### src/hdl/dmh_pkg.sv
/*
 Shared constants of the diagnostic monitor hub: register map, field layout,
 reset values, monitor numbering, CRC settings and timing.
 Assumes nothing of its surroundings.
*/
package dmh_pkg;
  // Register byte offsets on the AXI4-Lite slave.
  localparam logic [7:0] A_CTRL = 8'h00;
  localparam logic [7:0] A_MON_EN = 8'h04;
  localparam logic [7:0] A_ROUTE = 8'h08;
  localparam logic [7:0] A_INJECT = 8'h0c;
  localparam logic [7:0] A_STATUS = 8'h10;
  localparam logic [7:0] A_OUT_EN = 8'h14;
  localparam logic [7:0] A_OUT_ERR = 8'h18;
  localparam logic [7:0] A_PPM_LIM = 8'h1c;
  localparam logic [7:0] A_PIN_SEL = 8'h20;
  localparam logic [7:0] A_STATE = 8'h24;
  // Control register bits.
  localparam int B_DUAL = 0;
  localparam int B_SHUT = 1;
  localparam int B_FCHK = 2;
  localparam int B_SCRUB = 3;
  // State register bits.
  localparam int B_ACT = 0;
  localparam int B_SAFE = 1;
  localparam int B_PDONE = 2;
  localparam int B_PFAIL = 3;
  localparam int B_LOCK = 4;
  // Monitor numbering.
  localparam int NMON = 9;
  localparam int M_LOS = 0;
  localparam int M_PPMW = 1;
  localparam int M_PPME = 2;
  localparam int M_LOCK = 3;
  localparam int M_OUT = 4;
  localparam int M_SER = 5;
  localparam int M_OTP = 6;
  localparam int M_REG = 7;
  localparam int M_SWAP = 8;
  localparam int NOUT = 12;
  localparam int NGPIO = 7;
  localparam int OUT_INJ_LSB = 16;
  localparam int PPM_ERR_LSB = 16;
  localparam int SAFE_PIN_LSB = 4;
  // Route codes, two bits per monitor.
  typedef enum logic [1:0] {RT_NONE, RT_NOTIFY, RT_SAFE, RT_RSVD} dmh_route_e;
  // Reset values.
  localparam logic [31:0] RST_CTRL = 32'h0000_0006;
  localparam logic [31:0] RST_MON_EN = 32'h0000_0000;
  localparam logic [31:0] RST_ROUTE = 32'h0000_0000;
  localparam logic [31:0] RST_OUT_EN = 32'h0000_0fff;
  localparam logic [31:0] RST_PPM_LIM = 32'h00c8_0064;
  localparam logic [31:0] RST_PIN_SEL = 32'h0000_0010;
  // CRC engines; polynomial and seed values are plain defaults.
  localparam logic [7:0] CRC8_POLY = 8'h07;
  localparam logic [7:0] CRC8_INIT = 8'h00;
  localparam logic [31:0] CRC32_POLY = 32'h04c1_1db7;
  localparam logic [31:0] CRC32_INIT = 32'hffff_ffff;
  localparam logic [31:0] POST_PATTERN = 32'h5a5a_c3c3;
  // AXI responses.
  localparam logic [1:0] RESP_OKAY = 2'b00;
  localparam logic [1:0] RESP_SLVERR = 2'b10;
  // Timing.
  localparam int CLK_HZ = 10_000_000;
  localparam int SCRUB_PERIOD_MS = 10;
  localparam int SCRUB_CYCLES = SCRUB_PERIOD_MS * (CLK_HZ / 1000);
  localparam int NSCRUB = 6;
endpackage : dmh_pkg

### src/hdl/dmh_top.sv
/*
 Diagnostic monitor hub: monitor cells, alert routing, fail-safe shutdown,
 crystal switchover, CRC checks, register scrub, self test, AXI4-Lite slave.
 Assumes all inputs synchronous to CLK and an external open-drain pad.
*/
// Design decisions made here: the placing of the registers and the AXI4-Lite interface to the registers.
`timescale 1ns/1ps
`default_nettype none
module dmh_top #(
  parameter int SCRUB_CYCLES = dmh_pkg::SCRUB_CYCLES
) (
  // Clock and reset.
  input wire logic CLK,
  input wire logic RST,
  // AXI4-Lite slave.
  input wire logic [7:0] S_AXI_AWADDR,
  input wire logic S_AXI_AWVALID,
  output logic S_AXI_AWREADY,
  input wire logic [31:0] S_AXI_WDATA,
  input wire logic [3:0] S_AXI_WSTRB,
  input wire logic S_AXI_WVALID,
  output logic S_AXI_WREADY,
  output logic [1:0] S_AXI_BRESP,
  output logic S_AXI_BVALID,
  input wire logic S_AXI_BREADY,
  input wire logic [7:0] S_AXI_ARADDR,
  input wire logic S_AXI_ARVALID,
  output logic S_AXI_ARREADY,
  output logic [31:0] S_AXI_RDATA,
  output logic [1:0] S_AXI_RRESP,
  output logic S_AXI_RVALID,
  input wire logic S_AXI_RREADY,
  // Monitor inputs.
  input wire logic [1:0] XTAL_LOS,
  input wire logic [15:0] PPM_DIFF,
  input wire logic PLL_LOCK,
  input wire logic [11:0] OUT_FREQ_ERR,
  // Serial access byte stream; the last byte is its CRC.
  input wire logic SER_VALID,
  input wire logic [7:0] SER_BYTE,
  input wire logic SER_LAST,
  // Image download word stream; the last word is its CRC.
  input wire logic OTP_VALID,
  input wire logic [31:0] OTP_WORD,
  input wire logic OTP_LAST,
  // Controls to the clock path.
  output logic XTAL_SEL,
  output logic [11:0] CLK_OE,
  // Open-drain general purpose pins.
  output logic [6:0] GPIO_O,
  output logic [6:0] GPIO_OE
);
  localparam int NM = dmh_pkg::NMON;
  localparam int NO = dmh_pkg::NOUT;
  localparam int NGPIO = dmh_pkg::NGPIO;
  localparam logic [16:0] SCRUB_LAST = 17'(SCRUB_CYCLES - 1);

  logic [31:0] ctrl_q, mon_en_q, route_q, inject_q, out_en_q, ppm_lim_q, pin_sel_q;
  logic [NM-1:0] raw, hit, flag, clr_status, inj;
  logic [NO-1:0] out_err_q, clr_out;
  logic notify_act, safe_act, post_done, post_fail_q, active_q, swap_ev;
  //////////////////////////////////////////////////////////////////////////////
  // AXI4-Lite slave. Address and data may arrive in either order.

  logic aw_full_q, w_full_q, wr_go, ar_go;
  logic [7:0] awaddr_q, araddr_d;
  logic [31:0] wdata_q, rdata_d;
  logic [3:0] wstrb_q;
  logic wr_map, rd_map;

  function automatic logic [31:0] merge(input logic [31:0] old, input logic [31:0] nw, input logic [3:0] st);
    logic [31:0] r;
    r = old;
    for (int b = 0; b < 4; b++) begin
      if (st[b]) begin
        r[b*8 +: 8] = nw[b*8 +: 8];
      end
    end
    return r;
  endfunction : merge

  assign S_AXI_AWREADY = !aw_full_q && !S_AXI_BVALID;
  assign S_AXI_WREADY = !w_full_q && !S_AXI_BVALID;
  assign S_AXI_ARREADY = !S_AXI_RVALID;
  assign wr_go = aw_full_q && w_full_q && !S_AXI_BVALID;
  assign ar_go = S_AXI_ARVALID && S_AXI_ARREADY;
  assign araddr_d = S_AXI_ARADDR;

  always_ff @(posedge CLK) begin
    if (RST) begin
      aw_full_q <= 1'b0;
      w_full_q <= 1'b0;
      awaddr_q <= 8'h00;
      wdata_q <= 32'h0000_0000;
      wstrb_q <= 4'h0;
      S_AXI_BVALID <= 1'b0;
      S_AXI_BRESP <= dmh_pkg::RESP_OKAY;
    end else begin
      if (S_AXI_AWVALID && S_AXI_AWREADY) begin
        aw_full_q <= 1'b1;
        awaddr_q <= S_AXI_AWADDR;
      end
      if (S_AXI_WVALID && S_AXI_WREADY) begin
        w_full_q <= 1'b1;
        wdata_q <= S_AXI_WDATA;
        wstrb_q <= S_AXI_WSTRB;
      end
      if (wr_go) begin
        aw_full_q <= 1'b0;
        w_full_q <= 1'b0;
        S_AXI_BVALID <= 1'b1;
        S_AXI_BRESP <= wr_map ? dmh_pkg::RESP_OKAY : dmh_pkg::RESP_SLVERR;
      end else if (S_AXI_BVALID && S_AXI_BREADY) begin
        S_AXI_BVALID <= 1'b0;
      end
    end
  end

  always_comb begin
    wr_map = 1'b1;
    case ({awaddr_q[7:2], 2'b00})
      dmh_pkg::A_CTRL, dmh_pkg::A_MON_EN, dmh_pkg::A_ROUTE, dmh_pkg::A_INJECT,
      dmh_pkg::A_STATUS, dmh_pkg::A_OUT_EN, dmh_pkg::A_OUT_ERR, dmh_pkg::A_PPM_LIM,
      dmh_pkg::A_PIN_SEL, dmh_pkg::A_STATE: wr_map = 1'b1;
      default: wr_map = 1'b0;
    endcase
  end

  // Each configuration register is one concern written from the bus only.
  function automatic logic hit_at(input logic [7:0] a, input logic [7:0] target);
    return {a[7:2], 2'b00} == target;
  endfunction : hit_at

  always_ff @(posedge CLK) begin
    if (RST) begin
      ctrl_q <= dmh_pkg::RST_CTRL;
      mon_en_q <= dmh_pkg::RST_MON_EN;
      route_q <= dmh_pkg::RST_ROUTE;
      inject_q <= 32'h0000_0000;
      out_en_q <= dmh_pkg::RST_OUT_EN;
      ppm_lim_q <= dmh_pkg::RST_PPM_LIM;
      pin_sel_q <= dmh_pkg::RST_PIN_SEL;
    end else if (wr_go) begin
      if (hit_at(awaddr_q, dmh_pkg::A_CTRL)) ctrl_q <= merge(ctrl_q, wdata_q, wstrb_q);
      if (hit_at(awaddr_q, dmh_pkg::A_MON_EN)) mon_en_q <= merge(mon_en_q, wdata_q, wstrb_q);
      if (hit_at(awaddr_q, dmh_pkg::A_ROUTE)) route_q <= merge(route_q, wdata_q, wstrb_q);
      if (hit_at(awaddr_q, dmh_pkg::A_INJECT)) inject_q <= merge(inject_q, wdata_q, wstrb_q);
      if (hit_at(awaddr_q, dmh_pkg::A_OUT_EN)) out_en_q <= merge(out_en_q, wdata_q, wstrb_q);
      if (hit_at(awaddr_q, dmh_pkg::A_PPM_LIM)) ppm_lim_q <= merge(ppm_lim_q, wdata_q, wstrb_q);
      if (hit_at(awaddr_q, dmh_pkg::A_PIN_SEL)) pin_sel_q <= merge(pin_sel_q, wdata_q, wstrb_q);
    end
  end

  // Write-one-to-clear strobes for the sticky flags.
  assign clr_status = (wr_go && hit_at(awaddr_q, dmh_pkg::A_STATUS)) ? NM'(merge(32'h0, wdata_q, wstrb_q)) : '0;
  assign clr_out = (wr_go && hit_at(awaddr_q, dmh_pkg::A_OUT_ERR)) ? NO'(merge(32'h0, wdata_q, wstrb_q)) : '0;

  always_comb begin
    rdata_d = 32'h0000_0000;
    rd_map = 1'b1;
    case ({araddr_d[7:2], 2'b00})
      dmh_pkg::A_CTRL: rdata_d = ctrl_q;
      dmh_pkg::A_MON_EN: rdata_d = mon_en_q;
      dmh_pkg::A_ROUTE: rdata_d = route_q;
      dmh_pkg::A_INJECT: rdata_d = inject_q;
      dmh_pkg::A_STATUS: rdata_d = 32'(flag);
      dmh_pkg::A_OUT_EN: rdata_d = out_en_q;
      dmh_pkg::A_OUT_ERR: rdata_d = 32'(out_err_q);
      dmh_pkg::A_PPM_LIM: rdata_d = ppm_lim_q;
      dmh_pkg::A_PIN_SEL: rdata_d = pin_sel_q;
      dmh_pkg::A_STATE: begin
        rdata_d[dmh_pkg::B_ACT] = active_q;
        rdata_d[dmh_pkg::B_SAFE] = safe_act;
        rdata_d[dmh_pkg::B_PDONE] = post_done;
        rdata_d[dmh_pkg::B_PFAIL] = post_fail_q;
        rdata_d[dmh_pkg::B_LOCK] = PLL_LOCK;
      end
      default: rd_map = 1'b0;
    endcase
  end

  always_ff @(posedge CLK) begin
    if (RST) begin
      S_AXI_RVALID <= 1'b0;
      S_AXI_RDATA <= 32'h0000_0000;
      S_AXI_RRESP <= dmh_pkg::RESP_OKAY;
    end else if (ar_go) begin
      S_AXI_RVALID <= 1'b1;
      S_AXI_RDATA <= rdata_d;
      S_AXI_RRESP <= rd_map ? dmh_pkg::RESP_OKAY : dmh_pkg::RESP_SLVERR;
    end else if (S_AXI_RREADY) begin
      S_AXI_RVALID <= 1'b0;
    end
  end

  //////////////////////////////////////////////////////////////////////////////
  // CRC checks on serial accesses, image download and register scrub.

  logic [7:0] ser_crc_q, ser_crc_d;
  logic [31:0] otp_crc_q, otp_crc_d, otp_c_in, otp_c_dat;
  logic [31:0] scr_crc_q, scr_crc_d, scr_ref_q, scr_word, scr_c_in, scr_c_dat;
  logic [16:0] scr_tmr_q;
  logic [2:0] scr_idx_q;
  logic scr_run_q, scr_dirty_q, ser_err_q, otp_err_q, reg_err_q;

  dmh_crc #(.CW(8), .DW(8), .POLY(dmh_pkg::CRC8_POLY)) u_crc8 (
    .crc_in(ser_crc_q), .data(SER_BYTE), .crc_out(ser_crc_d));
  dmh_crc #(.CW(32), .DW(32), .POLY(dmh_pkg::CRC32_POLY)) u_crc_otp (
    .crc_in(otp_c_in), .data(otp_c_dat), .crc_out(otp_crc_d));
  dmh_crc #(.CW(32), .DW(32), .POLY(dmh_pkg::CRC32_POLY)) u_crc_scr (
    .crc_in(scr_c_in), .data(scr_c_dat), .crc_out(scr_crc_d));

  always_ff @(posedge CLK) begin
    if (RST) begin
      ser_crc_q <= dmh_pkg::CRC8_INIT;
      ser_err_q <= 1'b0;
    end else begin
      ser_err_q <= SER_VALID && SER_LAST && (SER_BYTE != ser_crc_q);
      if (SER_VALID) ser_crc_q <= SER_LAST ? dmh_pkg::CRC8_INIT : ser_crc_d;
    end
  end

  always_ff @(posedge CLK) begin
    if (RST) begin
      otp_crc_q <= dmh_pkg::CRC32_INIT;
      otp_err_q <= 1'b0;
    end else begin
      otp_err_q <= OTP_VALID && OTP_LAST && (OTP_WORD != otp_crc_q);
      if (OTP_VALID) otp_crc_q <= OTP_LAST ? dmh_pkg::CRC32_INIT : otp_crc_d;
    end
  end

  always_comb begin
    case (scr_idx_q)
      3'd0: scr_word = ctrl_q;
      3'd1: scr_word = mon_en_q;
      3'd2: scr_word = route_q;
      3'd3: scr_word = out_en_q;
      3'd4: scr_word = ppm_lim_q;
      default: scr_word = pin_sel_q;
    endcase
  end

  // The reference is relearned after any software write, but a write to a register already read in a running pass leaves a stale one that flags.
  always_ff @(posedge CLK) begin
    if (RST) begin
      scr_tmr_q <= '0;
      scr_idx_q <= '0;
      scr_run_q <= 1'b0;
      scr_crc_q <= dmh_pkg::CRC32_INIT;
      scr_ref_q <= dmh_pkg::CRC32_INIT;
      scr_dirty_q <= 1'b1;
      reg_err_q <= 1'b0;
    end else begin
      reg_err_q <= 1'b0;
      scr_tmr_q <= (scr_tmr_q == SCRUB_LAST) ? '0 : scr_tmr_q + 17'd1;
      if (wr_go) scr_dirty_q <= 1'b1;
      if (!scr_run_q && scr_tmr_q == SCRUB_LAST && ctrl_q[dmh_pkg::B_SCRUB]) begin
        scr_run_q <= 1'b1;
        scr_idx_q <= '0;
        scr_crc_q <= dmh_pkg::CRC32_INIT;
      end else if (scr_run_q) begin
        scr_crc_q <= scr_crc_d;
        scr_idx_q <= scr_idx_q + 3'd1;
        if (scr_idx_q == 3'(dmh_pkg::NSCRUB - 1)) begin
          scr_run_q <= 1'b0;
          if (scr_dirty_q && !wr_go) begin
            scr_ref_q <= scr_crc_d;
            scr_dirty_q <= 1'b0;
          end else if (!scr_dirty_q) begin
            reg_err_q <= scr_crc_d != scr_ref_q;
          end
        end
      end
    end
  end

  //////////////////////////////////////////////////////////////////////////////
  // Power-on self test: CRC engine check, then every monitor by insertion.

  typedef enum {PST_BIST, PST_WALK, PST_DONE} dmh_post_e;
  dmh_post_e post_q;
  logic [3:0] post_idx_q;

  assign post_done = post_q == PST_DONE;
  // Feeding a value its own CRC leaves zero; a nonzero seed over zero data does not.
  assign otp_c_in = post_done ? otp_crc_q : dmh_pkg::POST_PATTERN;
  assign otp_c_dat = post_done ? OTP_WORD : dmh_pkg::POST_PATTERN;
  assign scr_c_in = post_done ? scr_crc_q : dmh_pkg::POST_PATTERN;
  assign scr_c_dat = post_done ? scr_word : 32'h0000_0000;

  always_ff @(posedge CLK) begin
    if (RST) begin
      post_q <= PST_BIST;
      post_idx_q <= '0;
      post_fail_q <= 1'b0;
    end else begin
      case (post_q)
        PST_BIST: begin
          if (otp_crc_d != 32'h0000_0000 || scr_crc_d == 32'h0000_0000) post_fail_q <= 1'b1;
          post_q <= PST_WALK;
        end
        PST_WALK: begin
          if (!hit[post_idx_q]) post_fail_q <= 1'b1;
          post_idx_q <= post_idx_q + 4'd1;
          if (post_idx_q == 4'(NM - 1)) post_q <= PST_DONE;
        end
        PST_DONE: post_q <= PST_DONE;
        default: post_q <= PST_BIST;
      endcase
    end
  end

  //////////////////////////////////////////////////////////////////////////////
  // Monitors, output checks and crystal switchover.

  logic los_act;
  assign los_act = active_q ? XTAL_LOS[1] : XTAL_LOS[0];
  assign raw[dmh_pkg::M_LOS] = los_act;
  assign raw[dmh_pkg::M_PPMW] = ctrl_q[dmh_pkg::B_DUAL] && PPM_DIFF > ppm_lim_q[15:0];
  assign raw[dmh_pkg::M_PPME] = ctrl_q[dmh_pkg::B_DUAL] && PPM_DIFF > ppm_lim_q[dmh_pkg::PPM_ERR_LSB +: 16];
  assign raw[dmh_pkg::M_LOCK] = !PLL_LOCK;
  assign raw[dmh_pkg::M_OUT] = |out_err_q;
  assign raw[dmh_pkg::M_SER] = ser_err_q;
  assign raw[dmh_pkg::M_OTP] = otp_err_q;
  assign raw[dmh_pkg::M_REG] = reg_err_q;
  assign raw[dmh_pkg::M_SWAP] = swap_ev;

  always_comb begin
    inj = inject_q[NM-1:0];
    if (post_q == PST_WALK) inj[post_idx_q] = 1'b1;
  end

  for (genvar m = 0; m < NM; m++) begin : g_mon
    dmh_flag u_flag (
      .clk(CLK), .rst(RST), .raw(raw[m]), .inject(inj[m]), .enable(mon_en_q[m]),
      .freeze(!post_done), .clear(clr_status[m]), .hit(hit[m]), .flag(flag[m]));
  end

  // Per-output error flags; a new error wins over a clear in the same cycle.
  always_ff @(posedge CLK) begin
    if (RST) begin
      out_err_q <= '0;
    end else if (post_done) begin
      out_err_q <= (out_err_q & ~clr_out) | (out_en_q[NO-1:0] & {NO{ctrl_q[dmh_pkg::B_FCHK]}} &
                   (OUT_FREQ_ERR | inject_q[dmh_pkg::OUT_INJ_LSB +: NO]));
    end
  end

  assign swap_ev = post_done && ctrl_q[dmh_pkg::B_DUAL] && hit[dmh_pkg::M_LOS] &&
                   !(active_q ? XTAL_LOS[0] : XTAL_LOS[1]);

  // Swaps both ways: only a hit on the active crystal's loss monitor, real or inserted, moves the mux.
  always_ff @(posedge CLK) begin
    if (RST) begin
      active_q <= 1'b0;
    end else if (swap_ev) begin
      active_q <= !active_q;
    end
  end

  //////////////////////////////////////////////////////////////////////////////
  // Alert routing, fail-safe and pins.

  always_comb begin
    notify_act = 1'b0;
    safe_act = 1'b0;
    for (int m = 0; m < NM; m++) begin
      if (flag[m] && mon_en_q[m] && route_q[2*m +: 2] == dmh_pkg::RT_NOTIFY) notify_act = 1'b1;
      if (flag[m] && mon_en_q[m] && route_q[2*m +: 2] == dmh_pkg::RT_SAFE) safe_act = 1'b1;
    end
  end

  always_ff @(posedge CLK) begin
    if (RST) begin
      CLK_OE <= '0;
      XTAL_SEL <= 1'b0;
    end else begin
      CLK_OE <= (post_done && !safe_act) ? out_en_q[NO-1:0] &
                ~(out_err_q & {NO{ctrl_q[dmh_pkg::B_SHUT]}}) : '0;
      XTAL_SEL <= active_q;
    end
  end

  // Out-of-range selects park the function; both functions may share one pin.
  always_ff @(posedge CLK) begin
    if (RST) begin
      GPIO_OE <= '0;
    end else begin
      for (int p = 0; p < NGPIO; p++) begin
        GPIO_OE[p] <= (pin_sel_q[dmh_pkg::SAFE_PIN_LSB +: 3] == 3'(p) && safe_act) ||
                      (pin_sel_q[2:0] == 3'(p) && notify_act);
      end
    end
  end
  assign GPIO_O = '0;
endmodule : dmh_top
`default_nettype wire

### src/hdl/dmh_crc.sv
/*
 One combinational CRC update step, MSB first, non reflected.
 Assumes the caller holds the running value in its own register.
*/
`timescale 1ns/1ps
`default_nettype none
module dmh_crc #(
  parameter int CW = 8,
  parameter int DW = 8,
  parameter logic [CW-1:0] POLY = '0
) (
  // Running value and new data.
  input wire logic [CW-1:0] crc_in,
  input wire logic [DW-1:0] data,
  // Updated value.
  output logic [CW-1:0] crc_out
);
  logic [CW-1:0] c;
  logic fb;

  always_comb begin
    c = crc_in;
    fb = 1'b0;
    for (int i = DW - 1; i >= 0; i--) begin
      fb = c[CW-1] ^ data[i];
      c = {c[CW-2:0], 1'b0};
      if (fb) begin
        c = c ^ POLY;
      end
    end
    crc_out = c;
  end
endmodule : dmh_crc
`default_nettype wire

### src/hdl/dmh_flag.sv
/*
 One monitor cell: merges the raw condition with fault insertion and keeps a
 sticky status flag. Assumes a synchronous active-high reset.
*/
`timescale 1ns/1ps
`default_nettype none
module dmh_flag (
  // Clock and reset.
  input wire logic clk,
  input wire logic rst,
  // Condition, insertion and control.
  input wire logic raw,
  input wire logic inject,
  input wire logic enable,
  input wire logic freeze,
  input wire logic clear,
  // Results.
  output logic hit,
  output logic flag
);
  logic flag_q;

  assign hit = raw | inject;
  assign flag = flag_q;

  // A new hit in the clearing cycle keeps the flag set.
  always_ff @(posedge clk) begin
    if (rst) begin
      flag_q <= 1'b0;
    end else if (enable && hit && !freeze) begin
      flag_q <= 1'b1;
    end else if (clear) begin
      flag_q <= 1'b0;
    end
  end
endmodule : dmh_flag
`default_nettype wire

### config.mk
export PLATFORM = sky130hd
export DESIGN_NAME = dmh_top
export DESIGN_NICKNAME = d
export VERILOG_FILES = /design/src/hdl/dmh_pkg.sv /design/src/hdl/dmh_top.sv /design/src/hdl/dmh_crc.sv /design/src/hdl/dmh_flag.sv
export SDC_FILE = /design/constraint.sdc
export NUM_CORES = 2
export LEC_CHECK = 0
export ABC_CLOCK_PERIOD_IN_PS = 8900
export BUFFER_PORTS_ARGS = -buffer_cell sky130_fd_sc_hd__buf_4
export CORE_ASPECT_RATIO = 0.8
export CORE_MARGIN = 1
export CORE_UTILIZATION = 65
export CTS_BUF_LIST = sky130_fd_sc_hd__clkbuf_16
export CTS_CLUSTER_SIZE = 30
export DETAILED_ROUTE_END_ITERATION = 10
export GPL_ROUTABILITY_DRIVEN = 0
export GPL_TIMING_DRIVEN = 1
export PLACE_DENSITY = 0.85
export SKIP_LAST_GASP = 1
export SLEW_MARGIN = 10
export SYNTH_ARGS = -nofsm -noshare
export SYNTH_HDL_FRONTEND = slang
export SYNTH_SLANG_ARGS = --single-unit
### constraint.sdc
create_clock -name CLK -period 8.9 [get_ports CLK]
set_clock_uncertainty 0.1 [all_clocks]
set_input_delay 0.89 -clock CLK [delete_from_list [all_inputs] [get_ports CLK]]
set_output_delay 0.89 -clock CLK [all_outputs]
set_load 0.02 [all_outputs]
# Yosys cells after proc, flatten, opt, wreduce, memory -nomap -nowiden
# Cells that the tools add are included.
dict set report word_totals {
  reg_bits 516
  latch_bits 0
  ramBits 0
  mem_bits_ro 0
  in_bits 134
  output_inout_bits 68
  wordCells 613
  n_memories 0
}
dict set report op_classes {
  add_sub_neg 3
  multipliers 0
  div 0
  n_lt_le_gt_ge 4
  n_eq_ne 65
  shift 0
  muxes 149
  bitwise_logic 167
  reduce_logical 159
}
# op count
set op_table {}
lappend op_table {{$mux 27} 64}
lappend op_table {{$not 14->14} 64}
lappend op_table {{$pmux 27 s9} 1}
lappend op_table {{$mux 32} 6}
lappend op_table {{$pmux 32 s5} 1}
lappend op_table {{$pmux 32 s3} 1}
lappend op_table {{$reduce_and 3->1} 29}
lappend op_table {{$logic_and 1x1->1} 83}
lappend op_table {{$xor 1x1->1} 72}
lappend op_table {{$eq 32x2->1 const B} 2}
lappend op_table {{$logic_not 32->1} 2}
lappend op_table {{$ne 32x32->1} 2}
lappend op_table {{$and 12x12->12} 5}
lappend op_table {{$mux 1} 56}
lappend op_table {{$pmux 5 s10} 1}
lappend op_table {{$eq 6x3->1 const B} 8}
lappend op_table {{$eq 32x1->1 const B} 1}
lappend op_table {{$eq 32x3->1 const B} 1}
lappend op_table {{$gt 16x16->1} 2}
lappend op_table {{$reduce_bool 32->1} 1}
lappend op_table {{$eq 3x3->1 const B} 8}
lappend op_table {{$eq 6x2->1 const B} 4}
lappend op_table {{$eq 6x4->1 const B} 4}
lappend op_table {{$mux 3} 8}
lappend op_table {{other kinds (38)} 121}

# Depth between registers and ports, before layout
dict set report depth {
  word_depth 71
  mapped_depth 25
  ltp_nobuf 19
}

# By module
# From an unflattened synthesis, not the netlist that was laid out.
dict set report hier_totals {
  cells_unflattened 3403
  hier_area_um2 29510.8
}
# mod instances cells_each area_each_um2 seq_area_each_um2
set by_module_without_submodules {}
lappend by_module_without_submodules {dmh_top 1 2813 22704.3 9469.1}
lappend by_module_without_submodules {{dmh_crc (u_crc_otp ...)} 2 257 3088.0 0.0}
lappend by_module_without_submodules {dmh_flag 9 6 48.8 20.0}
lappend by_module_without_submodules {{dmh_crc (u_crc8)} 1 22 191.4 0.0}

# Least setup slack after synthesis
# OpenSTA, ideal clock, no wires.
dict set report synth_path {
  path_type {reg2reg}
  from {register scr_idx_q[2]}
  to {register reg_err_q}
  setup_time_ns 0.127
  arrival_time_ns 5.787
  t_required_ns 8.673
  setup_slack_ns 2.886
  stages_incl_launch_ff 25
  path_buffers 5
  synth_period_minus_slack_ns 6.014
  cell_sequence {dfxtp_1 > buf_6 > inv_4 > ha_1 > buf_4 > or2_1 > buf_2 > buf_4 > nor4_1 > a21oi_1 > a211o_1 > and2_2 > xnor2_4 > mux2i_4 > xnor3_2 > xor3_2 > xor2_4 > inv_2 > buf_2 > ha_1 > xor2_1 > a2111oi_0 > nand4b_1 > nor4_1 > a21oi_1}
}
dict set report synth_via {
  elab_chain_cells 45
  elab_cells_between_ends 106
  classes_between {eq/ne (6); mux (34); bitwise (64); reduce/logical (2)}
}
# element line_no
set synth_lines {}
lappend synth_lines {{from (decl)} dmh_top.sv:203} ;# logic [2:0] scr_idx_q;
lappend synth_lines {{from (signal assigned)} dmh_top.sv:264} ;# scr_idx_q <= scr_idx_q + 3'd1;
lappend synth_lines {{$eq 3x3->1, or another cell as far along} dmh_top.sv:234} ;# case (scr_idx_q)
lappend synth_lines {{$pmux 32 s5 (*)} dmh_top.sv:234}
lappend synth_lines {{$mux 32 (*)} dmh_top.sv:290} ;# assign scr_c_dat = post_done ? scr_word : 32'h0000_0000;
lappend synth_lines {{$xor 1x1->1} dmh_crc.sv:25} ;# fb = c[CW-1] ^ data[i];
lappend synth_lines {{$mux 27} dmh_crc.sv:27} ;# if (fb) begin
lappend synth_lines {{$mux 27 or $not 14->14 (tied branches)} -}
lappend synth_lines {{$not 14->14 (no line) or $mux 27 (tied branches)} -}
lappend synth_lines {{$mux 27} dmh_crc.sv:27}
lappend synth_lines {{[30 not listed]} -}
lappend synth_lines {{$not 14->14 (no line) or $mux 27 (tied branches)} -}
lappend synth_lines {{$mux 27} dmh_crc.sv:27}
lappend synth_lines {{$xor 1x1->1 or $not 14->14 (tied branches)} -}
lappend synth_lines {{$mux 27} dmh_crc.sv:27}
lappend synth_lines {{$not 14->14 (no line) or $xor 1x1->1 (tied branches)} -}
lappend synth_lines {{$mux 27 (*)} dmh_crc.sv:27}
lappend synth_lines {{via scr_crc_d[1]} dmh_top.sv:201} ;# logic [31:0] scr_crc_q, scr_crc_d, scr_ref_q, scr_word, scr_c_in, scr_c_dat;
lappend synth_lines {{$ne 32x32->1 (*)} dmh_top.sv:271} ;# reg_err_q <= scr_crc_d != scr_ref_q;
lappend synth_lines {{to (signal assigned)} dmh_top.sv:271}
lappend synth_lines {{to (decl)} dmh_top.sv:204} ;# logic scr_run_q, scr_dirty_q, ser_err_q, otp_err_q, reg_err_q;
# Mark *: on every way through the listed nets, which the timed path passes. The rest lies on a longest branch.
# A chain may end at the register's enable or synchronous reset.

# Worst setup path after layout
dict set report layout_path {
  from {register scr_idx_q[1]}
  to {register reg_err_q}
}
# Same word-level chain as after synthesis.

==> results.yml <==
final_layout:
  nets: 3616
  drive_above_1_share: 0.118
  area_growth_pct: 10.2
  fin_area_mm2: 0.0333
  final_core_util: 0.727
clock_network:
  cts_buffers: 49
  cts_resized: 0
  post_cts_buffers: 0
  clk_latency_ns: 0.63
  clkTransAtPathRegs_ns: 0.07
  cts.root.buffer_cell: "clkbuf_16"
  htreeDepth: 2
  cts_hold_buffers: 0
  cts_tree: "yes"
  clk_path_buf_depth: 3
  cts_sinks: 482
route:
  drc_errors: 0
  wl_um: 102000
  firstDrtPassIters: 10
  drt_iter0_drc: 4942
  routed_via_density: 6.87
  drtAntennaViolNets: 0
  avgRoutedWirePerCell_um: 24.9
  vias: 28100
die:
  row_count: 70
  die_area_mm2: 0.0474
  io_pins: 202
  die_y_um: 195
  die_w_um: 243
  core_area_mm2: 0.0458
  start_util: 0.660
pwr:
  irDropWorstVdd_uv: 1560
  p_leak_nw: 13.1
  p_per_area_mw_per_mm2: 467
grt:
  met2_usage: 0.624
  grtUsageTotal: 0.417
  grt_start_max_net_pins: 224
  grt_pass1_wl_um: 154000
  grt_use_met3: 0.134
  antenna_found_initial: 6
  grt.overflow.total: 0
  grt_most_used_layer: "met2"
  grt_pass1_vias: 27000
  gr-usage-met1: 0.535
sta:
  fin_crit_ns: 7.89
  whs_ns: 0.355
  final-max-slew-violation-count: 0
  rsz0062_at_grt: "no"
  worst_pin_slew_ns: 1.40
  setup_tns_ns: 0
  hold_viol: 0
  relSlewSlack: 0.0639
  fin_crit_sh: 0.887
  finalWorstSetupSlack_ns: 1.01
  fmax_mhz: 127
  setup-violations-final: 0
yosys:
  synth_edf_count: 0
  yosysSeqAreaShare: 0.319
  ys_warn_count: 0
  synth_top_flop_cell: "dfxtp_1"
  postSynthAreaPerCell_um2: 8.93
  syn_inst: 3385
  synth_area_mm2: 0.0302
  synth_seq_cells: 482
  synth-async-reset-ratio: 0
  synthDistinctLibCells: 102
place:
  hpwl_um: 72500
  portBuffers: 188
  dp_slack_ns: 1.64
  placed_area_mm2: 0.0317
worst_hold_path:
  hp-start: "S_AXI_RREADY"
  hp-class: "in2reg"
setup_path:
  crit_type: "reg2reg"
  cp_max_fo: 17
  critPathRequiredTime_ns: 9.25
  r2r_setup_slack_ns: 1.01
  timing.critical_path.from_type: "flop"
  worstSetupEndpointType: "flop"
  cp-startpoint: "scr_idx_q[1]$_SDFFE_PP0P_"
  worstReg2RegStart: "scr_idx_q[1]$_SDFFE_PP0P_"
  worstPathArrival_ns: 8.24
flow_run:
  max_cap_violations: 0
status:
  status: "completed"
==> worst max-delay path, stage by stage, from the launching register on <==
cell       delay (ns)
dfxtp_1          0.41
ha_1             0.18
ha_1             0.71
or2_1            0.80
nor2_2           0.37
a211oi_1         0.78
xnor2_1          0.39
xnor3_1          0.41
mux2i_4          0.43
xnor3_2          0.54
xor2_2           0.36
xor2_4           0.37
inv_2            0.23
ha_1             0.37
xor2_1           0.19
a2111oi_0        0.46
nand4b_1         0.15
nor4_1           0.32
a21oi_1          0.12
==> sequential cells by signal, indices dropped and copies added, names as in the netlist, 6 cells and up <==
name               flops
S_AXI_RDATA           32
ctrl_q                32
inject_q              32
mon_en_q              32
otp_crc_q             32
out_en_q              32
pin_sel_q             32
ppm_lim_q             32
route_q               32
scr_crc_q             32
scr_ref_q             32
wdata_q               32
scr_tmr_q             17
CLK_OE                12
out_err_q             12
g_mon.u_flag.flag      9
ser_crc_q              8
GPIO_OE                7
awaddr_q               6
==> power by group <==
| part | internal [W] | switching (W) |
|---|---|---|
| logic | 0.00475 | 0.00635 |
| registers | 0.00227 | 0.0000990 |
| clock network | 0.00115 | 0.000925 |
| total | 0.00817 | 0.00738 |
==> cell type report <==
class                   instances  area [µm²]
multi-input cells            2605       19400
diodes                          5        12.5
clock buffers                  49        1230
fillers                      3217       12500
inverters                      80         303
flip-flops and latches        482        9650
well taps                     612         766
clock inverters                39         350
repair buffers                214        1630
==> final timing paths <==
check	endpoint	depth (start not counted)
setup / recovery	reg_err_q$_SDFF_PP0_	18
hold / removal	S_AXI_RVALID$_SDFFE_PP0P_	2
hold reg to reg	scr_ref_q[27]$_SDFFE_PP1P_	1
setup reg to reg	reg_err_q$_SDFF_PP0_	18
==> Yosys cell counts, types with 12 or more instances <==
cell      number  area [µm²]
dfxtp_1      482        9650
nand2_1      413        1550
nor2_1       369        1390
xnor2_1      333        2920
a21oi_1      197         986
clkbuf_1     166         623
mux2i_1      161        1610
xor2_1       106         928
nand3_1       91         455
o21ai_0       91         455
a22oi_1       87         653
xnor3_1       82        1850
inv_1         78         293
a211o_1       50         438
ha_1          50         626
a222oi_1      37         370
nand4_1       37         231
and3_1        25         156
nor3_1        24         120
o211ai_1      24         180
nand3b_1      23         173
nor2b_1       23         144
buf_4         21         158
nand4b_1      21         184
a31oi_1       20         125
and2_1        20         125
buf_1         19        71.3
mux4_2        18         405
o22ai_1       18         113
a32oi_1       16         140
xor3_1        16         380
xnor2_2       15         244
buf_2         13        65.1
o21a_1        13        97.6
mux2_2        12         135
nor4_1        12        75.1
==> metrics by stage <==
stage / total power, W / std cells
6_report: 0.0155 / 4086
5_1_grt: 0.0163 / 4081
4_1_cts: 0.0152 / 4081
3_5_place_dp: 0.0131 / 3993
3_3_place_gp: 0.0127 / 3993
2_1_floorplan: 0.0108 / 3393
==> kinds of logic (layout without fill, tap and decap cells) <==
logic type               count (synthesis)  after routing  share of synthesized area
adder cells (fa/ha/maj)                 50             50                     0.0207
other                                    1             14                   0.000124
AND/OR/NAND/NOR                       1121           1121                      0.168
XOR/XNOR                               573            573                      0.225
multiplexers                           195            195                     0.0739
AO/OA/AOI/OAI                          657            657                      0.151
flip-flops                             482            482                      0.319
buffers and inverters                  306            382                     0.0426
==> layer usage <==
layer	wire (µm)	vias up	part of all wire
met1	36600	13200	0.36
li1	-	12000	-
met5	35	-	0.00034
met4	6610	4	0.065
met2	43000	2320	0.42
met3	15600	581	0.15
==> cell usage in the layout, fill, tap and decap left out, drive strengths merged, types with 21 or more instances in the layout <==
cell type  count
clkbuf        49
xnor2        350
a222oi        37
a211o         50
a21oi        197
o21ai         93
a22oi         87
buf          214
mux2i        165
nand2        415
nand4         37
nand4b        21
xnor3         91
inv           91
nand3b        23
nand3         91
nor2b         24
nor3          24
and2          22
xor2         114
ha            50
nor2         376
dfxtp        482
and3          25
o211ai        26
No activity file was read; power rests on OpenSTA's default activity.
